`src/hdl/bcl_pkg.sv`:
```
// Constants for the bridge capability list register bank
package bcl_pkg;

  localparam int ADDR_W = 8;
  localparam int DATA_W = 32;
  localparam int NUM_CAP_WORDS = 4;

  // Byte addresses of the capability dwords
  localparam logic [7:0] OFF_SUBSYS_CAP  = 8'hA8;
  localparam logic [7:0] OFF_CARD_CODES  = 8'hAC;
  localparam logic [7:0] OFF_EXPRESS_CAP = 8'hB0;
  localparam logic [7:0] OFF_DEV_CAP     = 8'hB4;
  localparam logic [NUM_CAP_WORDS-1:0][7:0] CAP_OFFS =
    {OFF_DEV_CAP, OFF_EXPRESS_CAP, OFF_CARD_CODES, OFF_SUBSYS_CAP};

  // Block control and status words
  localparam logic [7:0] OFF_CTRL   = 8'hE0;
  localparam logic [7:0] OFF_STATUS = 8'hE4;
  localparam int CTRL_SLOT_ID_EN_BIT = 0;
  localparam int STATUS_REVERSE_BIT  = 0;
  localparam int STATUS_STRAP_BIT    = 1;
  localparam logic CTRL_SLOT_ID_EN_RESET = 1'b0;

  // Field positions
  localparam int ID_LSB       = 0;
  localparam int NEXT_LSB     = 8;
  localparam int VENDOR_LSB   = 0;
  localparam int MODEL_LSB    = 16;
  localparam int VERSION_LSB  = 16;
  localparam int PORT_LSB     = 20;
  localparam int SLOT_IMP_BIT = 24;
  localparam int MSG_NUM_LSB  = 25;
  localparam int PAYLOAD_LSB  = 0;

  // Fixed field values
  localparam logic [7:0] SUBSYS_CAP_ID    = 8'h0D;
  localparam logic [7:0] NEXT_TO_EXPRESS  = 8'hB0;
  localparam logic [7:0] NEXT_TO_SLOT_ID  = 8'hA0;
  localparam logic [7:0] EXPRESS_CAP_ID   = 8'h10;
  localparam logic [7:0] EXPRESS_NEXT     = 8'hF0;
  localparam logic [3:0] CAP_VERSION      = 4'h1;
  localparam logic [3:0] PORT_FWD_BRIDGE  = 4'h7;
  localparam logic [3:0] PORT_REV_BRIDGE  = 4'h8;
  localparam logic [4:0] IRQ_MSG_NUM      = 5'h00;
  localparam logic [2:0] PAYLOAD_RESET    = 3'h2;
  localparam logic [2:0] PAYLOAD_MAX_CODE = 3'h3;

endpackage

```
`src/hdl/bcl_rom_if.sv`:
```
// Link between the register bank and its capability word table
`timescale 1ns/1ps
interface bcl_rom_if;
  logic [7:0]  addr;
  logic        rev_mode;
  logic        slot_id_en;
  logic [31:0] rdata;
  logic        hit;

  modport requester (output addr, rev_mode, slot_id_en, input rdata, hit);
  modport table_side (input addr, rev_mode, slot_id_en, output rdata, hit);
endinterface

```
`src/hdl/bcl_cap_rom.sv`:
```
// Capability word table: builds and selects the read-only dwords
`timescale 1ns/1ps
module bcl_cap_rom #(
  parameter logic [15:0] CARD_VENDOR = 16'hA5C3,
  parameter logic [15:0] CARD_MODEL  = 16'h5A3C,
  parameter logic [2:0]  MAX_PAYLOAD = 3'h2
) (
  bcl_rom_if.table_side rif
);

  localparam int N = bcl_pkg::NUM_CAP_WORDS;

  logic [31:0] words [N];
  logic [31:0] masked [N];
  logic [N-1:0] sel;

  always_comb begin
    for (int k = 0; k < N; k++) begin
      words[k] = 32'h0000_0000;
    end
    // Subsystem capability, upper half reserved
    words[0][bcl_pkg::ID_LSB +: 8] = bcl_pkg::SUBSYS_CAP_ID;
    words[0][bcl_pkg::NEXT_LSB +: 8] = rif.slot_id_en ?
      bcl_pkg::NEXT_TO_SLOT_ID : bcl_pkg::NEXT_TO_EXPRESS;
    words[1][bcl_pkg::VENDOR_LSB +: 16] = CARD_VENDOR;
    words[1][bcl_pkg::MODEL_LSB +: 16] = CARD_MODEL;
    words[2][bcl_pkg::ID_LSB +: 8] = bcl_pkg::EXPRESS_CAP_ID;
    words[2][bcl_pkg::NEXT_LSB +: 8] = bcl_pkg::EXPRESS_NEXT;
    words[2][bcl_pkg::VERSION_LSB +: 4] = bcl_pkg::CAP_VERSION;
    words[2][bcl_pkg::PORT_LSB +: 4] = rif.rev_mode ?
      bcl_pkg::PORT_REV_BRIDGE : bcl_pkg::PORT_FWD_BRIDGE;
    words[2][bcl_pkg::SLOT_IMP_BIT] = rif.rev_mode;
    words[2][bcl_pkg::MSG_NUM_LSB +: 5] = bcl_pkg::IRQ_MSG_NUM;
    words[3][bcl_pkg::PAYLOAD_LSB +: 3] = MAX_PAYLOAD;
  end

  genvar i;
  for (i = 0; i < N; i++) begin : g_word
    assign sel[i] = (rif.addr == bcl_pkg::CAP_OFFS[i]);
    assign masked[i] = sel[i] ? words[i] : 32'h0000_0000;
  end

  always_comb begin
    rif.rdata = 32'h0000_0000;
    for (int k = 0; k < N; k++) begin
      rif.rdata = rif.rdata | masked[k];
    end
    rif.hit = |sel;
  end

endmodule

```
`src/hdl/bcl_regs.sv`:
```
// APB register bank for the bridge capability list dwords
//
// Contract
// - Dword A8h bits 7:0 read 0Dh, subsystem capability; writes ignored.
// - A8h bits 15:8 read B0h, or A0h with slot identification enabled.
// - ACh bits 15:0 read the card vendor code, read-only.
// - ACh bits 31:16 read the card model code, read-only.
// - B0h bits 7:0 read 10h, the express capability identifier.
// - B0h bits 15:8 read F0h, read-only link to the next capability.
// - B0h bits 23:20 read 0111 forward, 1000 reverse bridge.
// - B0h bit 24 reads 0 forward, 1 reverse.
//
// Decided for this implementation: the APB interface to the registers.
`timescale 1ns/1ps
module bcl_regs #(
  parameter logic [15:0] CARD_VENDOR = 16'hA5C3, // Arbitrary value
  parameter logic [15:0] CARD_MODEL  = 16'h5A3C, // Arbitrary value
  parameter logic [2:0]  MAX_PAYLOAD = bcl_pkg::PAYLOAD_RESET
) (
  // Clock and reset
  input  wire logic        pclk,
  input  wire logic        presetn,
  // APB slave
  input  wire logic        psel,
  input  wire logic        penable,
  input  wire logic        pwrite,
  input  wire logic [7:0]  paddr,
  input  wire logic [31:0] pwdata,
  input  wire logic [3:0]  pstrb,
  output logic      [31:0] prdata,
  output logic             pready,
  output logic             pslverr,
  // Bridge mode strap and state
  input  wire logic        rev_mode_strap,
  output logic             rev_mode,
  output logic             slot_id_en
);

  if (MAX_PAYLOAD > bcl_pkg::PAYLOAD_MAX_CODE) begin : g_bad_payload
    $error("Payload code above the supported range");
  end

  bcl_rom_if rif ();

  logic        ctrl_slot_reg;
  logic        ctrl_slot_next;
  logic        rev_reg;
  logic        rev_next;
  logic        strap_done_reg;
  logic        strap_done_next;
  logic [31:0] rdata_reg;
  logic [31:0] rdata_next;
  logic        err_reg;
  logic        err_next;

  logic setup_phase;
  logic access_phase;
  logic own_hit;
  logic [31:0] own_rdata;

  assign setup_phase  = psel && !penable;
  assign access_phase = psel && penable;

  // Capability table lookup
  assign rif.addr       = paddr;
  assign rif.rev_mode   = rev_reg;
  assign rif.slot_id_en = ctrl_slot_reg;

  bcl_cap_rom #(
    .CARD_VENDOR (CARD_VENDOR),
    .CARD_MODEL  (CARD_MODEL),
    .MAX_PAYLOAD (MAX_PAYLOAD)
  ) u_rom (
    .rif (rif)
  );

  // Control and status words of the block itself
  always_comb begin
    own_rdata = 32'h0000_0000;
    own_hit   = 1'b0;
    if (paddr == bcl_pkg::OFF_CTRL) begin
      own_hit = 1'b1;
      own_rdata[bcl_pkg::CTRL_SLOT_ID_EN_BIT] = ctrl_slot_reg;
    end else if (paddr == bcl_pkg::OFF_STATUS) begin
      own_hit = 1'b1;
      own_rdata[bcl_pkg::STATUS_REVERSE_BIT] = rev_reg;
      own_rdata[bcl_pkg::STATUS_STRAP_BIT]   = strap_done_reg;
    end
  end

  // Next state of strap, control and bus answer
  always_comb begin
    ctrl_slot_next  = ctrl_slot_reg;
    rev_next        = rev_reg;
    strap_done_next = strap_done_reg;
    rdata_next      = rdata_reg;
    err_next        = err_reg;
    // Strap caught once at the first edge after reset release
    if (!strap_done_reg) begin
      rev_next        = rev_mode_strap;
      strap_done_next = 1'b1;
    end
    // Answer prepared in the setup cycle, held through access
    if (setup_phase) begin
      err_next   = !(rif.hit || own_hit);
      rdata_next = 32'h0000_0000;
      if (!pwrite) begin
        rdata_next = rif.hit ? rif.rdata : own_rdata;
      end
    end
    // Only the control word takes writes; table words stay fixed
    if (access_phase && pwrite && paddr == bcl_pkg::OFF_CTRL &&
        pstrb[0]) begin
      ctrl_slot_next = pwdata[bcl_pkg::CTRL_SLOT_ID_EN_BIT];
    end
  end

  always_ff @(posedge pclk or negedge presetn) begin
    if (!presetn) begin
      ctrl_slot_reg  <= bcl_pkg::CTRL_SLOT_ID_EN_RESET;
      rev_reg        <= 1'b0;
      strap_done_reg <= 1'b0;
      rdata_reg      <= 32'h0000_0000;
      err_reg        <= 1'b0;
    end else begin
      ctrl_slot_reg  <= ctrl_slot_next;
      rev_reg        <= rev_next;
      strap_done_reg <= strap_done_next;
      rdata_reg      <= rdata_next;
      err_reg        <= err_next;
    end
  end

  // Zero wait states: every access phase completes at once
  assign pready     = access_phase;
  assign prdata     = rdata_reg;
  assign pslverr    = access_phase && err_reg;
  assign rev_mode   = rev_reg;
  assign slot_id_en = ctrl_slot_reg;
endmodule

```
`config.mk`:
```
export PLATFORM = sky130hd
export DESIGN_NAME = bcl_regs
export DESIGN_NICKNAME = d
export VERILOG_FILES = /design/src/hdl/bcl_pkg.sv /design/src/hdl/bcl_rom_if.sv /design/src/hdl/bcl_cap_rom.sv /design/src/hdl/bcl_regs.sv
export SDC_FILE = /design/constraint.sdc
export NUM_CORES = 1
export LEC_CHECK = 0
export BUFFER_PORTS_ARGS = -buffer_cell sky130_fd_sc_hd__buf_2
export CAP_MARGIN = 20
export CORE_ASPECT_RATIO = 1.75
export CORE_MARGIN = 2
export CORE_UTILIZATION = 37
export CTS_BUF_LIST = sky130_fd_sc_hd__clkbuf_8 sky130_fd_sc_hd__clkbuf_16
export DETAILED_ROUTE_END_ITERATION = 8
export GPL_TIMING_DRIVEN = 0
export PLACE_DENSITY = 0.78
export SYNTH_ARGS = -nofsm -noshare
export SYNTH_HDL_FRONTEND = slang
export SYNTH_SLANG_ARGS = --single-unit
```
`constraint.sdc`:
```
create_clock -name pclk -period 1.1 [get_ports pclk]
set_input_delay 0.22 -clock pclk [delete_from_list [all_inputs] [get_ports pclk]]
set_output_delay 0.22 -clock pclk [all_outputs]
set_load 0.02 [all_outputs]
```
# Word level (Yosys, flattened, before mapping)
# Index checks and enable logic that the tools add are counted.
[word_totals] register_bits=36 in_bits=50 output_inout_bits=36 word_cells=37
[classes] eq_ne=6 muxes=13 bitwise_logic=3 reduce_logical=10
[ops] op="$or A32 B32 Y32" n=3
[ops] op="$mux W32" n=2
[ops] op="$eq A8 B8 Y1 const B" n=6
[ops] op="$mux W31" n=1
[ops] op="$mux W25" n=1
[ops] op="$mux W16" n=1
[ops] op="$logic_and A1 B1 Y1" n=6
[ops] op="$mux W5" n=1
[ops] op="$mux W1" n=4
[ops] op="$mux W2" n=2
[ops] op="$mux W4" n=1
[ops] op="$reduce_or A4 Y1" n=1
[ops] op="$logic_not A1 Y1" n=2
[ops] op="$logic_or A1 B1 Y1" n=1

# Depth between registers and ports, before layout
[logic_depth] depth_word=7 mapped_depth=5 ltp_nobuf=3

# Hierarchy
# From an unflattened synthesis, not the netlist that was laid out.
[hier_totals] cells_unflattened=143 area_unflattened_um2=1707.9
[modules_own_cells] module="bcl_regs" instances=1 cells_per_inst=97 area_each_um2=1366.3
[modules_own_cells] module="bcl_cap_rom" instances=1 cells_per_inst=46 area_each_um2=341.6

# Worst setup path after synthesis
# Ideal clock, no wire load.
[synth_path] path_kind="in2reg" from="in paddr[0]" to="reg ctrl_slot_reg, in the netlist slot_id_en" arrival_ps=946 required_time_ps=972 setup_slack_ps=27 path_stages=3 path_buffers=0 cell_sequence="and4bb_2 -> nand4_1 -> mux2_1"
[synth_between] elab_chain_len=3
[synth_rtl] element="from (decl)" line_no="bcl_regs.sv:27" source="input wire logic [7:0] paddr,"
[synth_rtl] element="$eq A8 B8 Y1" line_no="bcl_regs.sv:112" source="if (access_phase && pwrite && paddr == bcl_pkg::OFF_CTRL &&"
[synth_rtl] element="$logic_and A1 B1 Y1 (2 in a row)" line_no="bcl_regs.sv:112"
[synth_rtl] element="to (signal assigned)" line_no="bcl_regs.sv:120" source="ctrl_slot_reg <= bcl_pkg::CTRL_SLOT_ID_EN_RESET;"
[synth_rtl] element="to (signal assigned)" line_no="bcl_regs.sv:126" source="ctrl_slot_reg <= ctrl_slot_next;"
[synth_rtl] element="to (decl)" line_no="bcl_regs.sv:45" source="logic ctrl_slot_reg;"
# Every way passes these cells.
# A chain may end at the register's enable or synchronous reset.

==> impl_metrics.py <==
metrics = {
    "sta": {
        "finalHoldViolations": 0,
        "rsz0062_at_grt": "true",
        "maxSlewViolCount": 0,
        "fin_skew_ps": 3.43,
        "worst_slack_ps": -148,
        "fmaxAchievable_mhz": 801,
        "period_needed_ps": 1250,
        "period_share": 1.13,
        "setup_viol": 13,
    },
    "detailed_routing": {
        "wirelength_um": 2330,
        "viasPerCell": 4.86,
        "first_iter_violations": 28,
        "detail-route-antenna-nets": 0,
        "routed-via-count": 860,
        "wl_per_cell_um": 13.1,
        "first_pass_iters": 4,
        "drc": 0,
    },
    "place": {
        "dp_hpwl_um": 1820,
        "io_buffers": 41,
        "routabilityCongestion": 0.836,
        "place_ws_ps": -160,
    },
    "run_status": {
        "status": "complete, but fails checks",
        "violations": "negative setup slack",
    },
    "yosys": {
        "ys.flop_type": "dfrtp_1",
        "yosys_warnings": 0,
        "synth_commonest_cells": "buf_4, dfrtp_1, nand2_1",
        "yosys.area.top_type": "dfrtp_1",
        "synth_top_family_by_area": "buffers and inverters",
        "synth_compound_area_frac": 0.147,
        "syn_area_um2": 965,
        "synth_xor_area_frac": 0.00908,
        "synthMuxAreaShare": 0.0441,
        "synthAdderAreaFrac": 0,
        "yosysTopAreaCellShare": 0.363,
        "synth_most_common_cell": "buf_4",
        "synthSimpleGateAreaFrac": 0.210,
        "ys_async_sr_fraction": 1.00,
        "synth-edff-count": 0,
        "ys_ff_latch": 14,
        "synth.distinct_cells": 38,
        "yosysSeqAreaShare": 0.363,
        "syn_inst": 99,
        "synthTopCellsByArea": "dfrtp_1, buf_4, o41ai_2",
        "syn_avg_cell_area_um2": 9.74,
    },
    "die": {
        "num_io_pins": 86,
        "die_area_mm2": 0.00305,
        "die_y_um": 71.5,
        "start_util": 0.387,
        "die_w_um": 42.6,
        "rows": 24,
        "core_mm2": 0.00249,
    },
    "worst_setup_path": {
        "crit_top_cell": "buf_4",
        "cp.required_ps": 880,
        "cp_slowest_stage_delay_ps": 470,
        "cpLargestDelayFamily": "flip-flops",
        "cp.arrival_ps": 1030,
        "slowest_stage": "dfrtp_2",
        "cp_cell_sequence": "buf_4 > buf_4",
        "crit_buf_inv": 2,
        "critPathMaxFanout": 11,
        "end_kind": "output port",
        "start_kind": "flop",
        "critPathKind": "reg2out",
    },
    "clock_tree": {
        "cts_buffer_depth": 2,
        "cts_made_buffers": 3,
        "root_buffer": "clkbuf_8",
        "tritoncts": "done",
        "clock-sinks": 14,
        "h-tree-depth": 1,
        "clkTransAtPathRegs_ps": 60,
        "clk_latency_ps": 260,
    },
    "final_layout": {
        "area_growth_syn_to_layout_pct": 42.7,
        "layout-drive-gt1-share": 0.563,
        "largest_reg_flops": 10,
        "diodes": 0,
        "fin_nets": 202,
        "final_core_util": 0.552,
        "n_fill_cell": 231,
    },
    "power": {
        "ir_drop_mv": 0.650,
        "powerDensity_mw_per_mm2": 937,
        "leakage_nw": 0.743,
    },
    "global_routing": {
        "grt_pass1_vias": 921,
        "grtUsageTotal": 0.168,
        "gr-total-overflow": 0,
        "grt_start_max_net_pins": 15,
        "antenna_found_initial": 0,
        "grt_pass1_wl_um": 3860,
    },
    "min_path": {
        "hp-class": "in2reg",
    },
    "job": {
        "drv_cap": 0,
    },
}
timing repair:
item,in CTS,in global routing
pin swaps,1,0
gates resized for setup,25,4
buffers inserted,4,0
endpoints found under the setup margin,17,15
hold buffers,1,0
hold endpoints to repair,14,0
layer usage:
layer,global-route usage,vias up,part of all wire
met5,0,-,0
met4,0.101,0,0.028
met3,0.0227,7,0.047
met2,0.337,39,0.58
met1,0.147,395,0.35
li1,-,419,-
cell type report:
type	instances	area, um2	area share
Tap cell	26	32.5	0.0236
Sequential cell	14	352	0.255
Buffer	24	181	0.132
Timing Repair Buffer	46	318	0.231
Clock buffer	4	55.1	0.0400
Multi-Input combinational cell	61	430	0.313
Inverter	2	7.51	0.00545
final timing paths:
path / end / from / slack (ps) / cells past startpoint
max in group asynchronous: prdata[28]$_DFFE_PN0P_ / presetn / 460 / 2
max reg2reg: prdata[1]$_DFFE_PN0P_ / strap_done_reg$_DFF_PN0_ / 90 / 3
min: slot_id_en$_DFFE_PN0P_ / pwdata[0] / 180 / 2
min reg2reg: prdata[1]$_DFFE_PN0P_ / prdata[1]$_DFFE_PN0P_ / 500 / 2
max: prdata[30] / prdata[28]$_DFFE_PN0P_ / -150 / 2
min in group asynchronous: prdata[15]$_DFFE_PN0P_ / presetn / 390 / 2
stage by stage:
step	hold slack [ps]	instance area (um2)	total power [mW]	TNS [ps]	cells
CTS	188	1370	1.28	-1440	177
global route	197	1380	1.32	-1830	177
global placement	120	1220	0.748	-523	172
detailed placement	137	1220	0.754	-848	172
finish	183	1380	1.29	-1450	177
floorplan	-75.6	987	0.688	0	105
placed cells by master (no fill, tap or decap), types with 2 or more instances in the layout:
| cell | netlist | layout |
|---|---|---|
| o41ai_2 | 3 | 3 |
| dfrtp_1 | 14 | 13 |
| inv_1 | 2 | 2 |
| nand2b_1 | 3 | 3 |
| buf_2 | 4 | 28 |
| buf_4 | 23 | 30 |
| nand2_1 | 10 | 10 |
| conb_1 | 2 | 8 |
| mux2i_1 | 2 | 2 |
| o31ai_1 | 4 | 4 |
| buf_6 | 1 | 11 |
| nor2_1 | 3 | 3 |
| nand4_1 | 2 | 2 |
| clkbuf_8 | 0 | 4 |
| o21ai_0 | 2 | 2 |
power breakdown:
part / switching [mW] / total, mW / internal [mW]
logic: 0.129 / 0.229 / 0.101
clock network: 0.209 / 0.528 / 0.318
registers: 0.00951 / 0.533 / 0.523
total: 0.347 / 1.29 / 0.942
logic make-up after synthesis:
family / after synthesis
compound gates: 16
xor+xnor: 1
buf+inv: 30
flops: 14
mux: 4
other cells: 2
simple gates: 32
No activity file was read; power rests on OpenSTA's default activity.
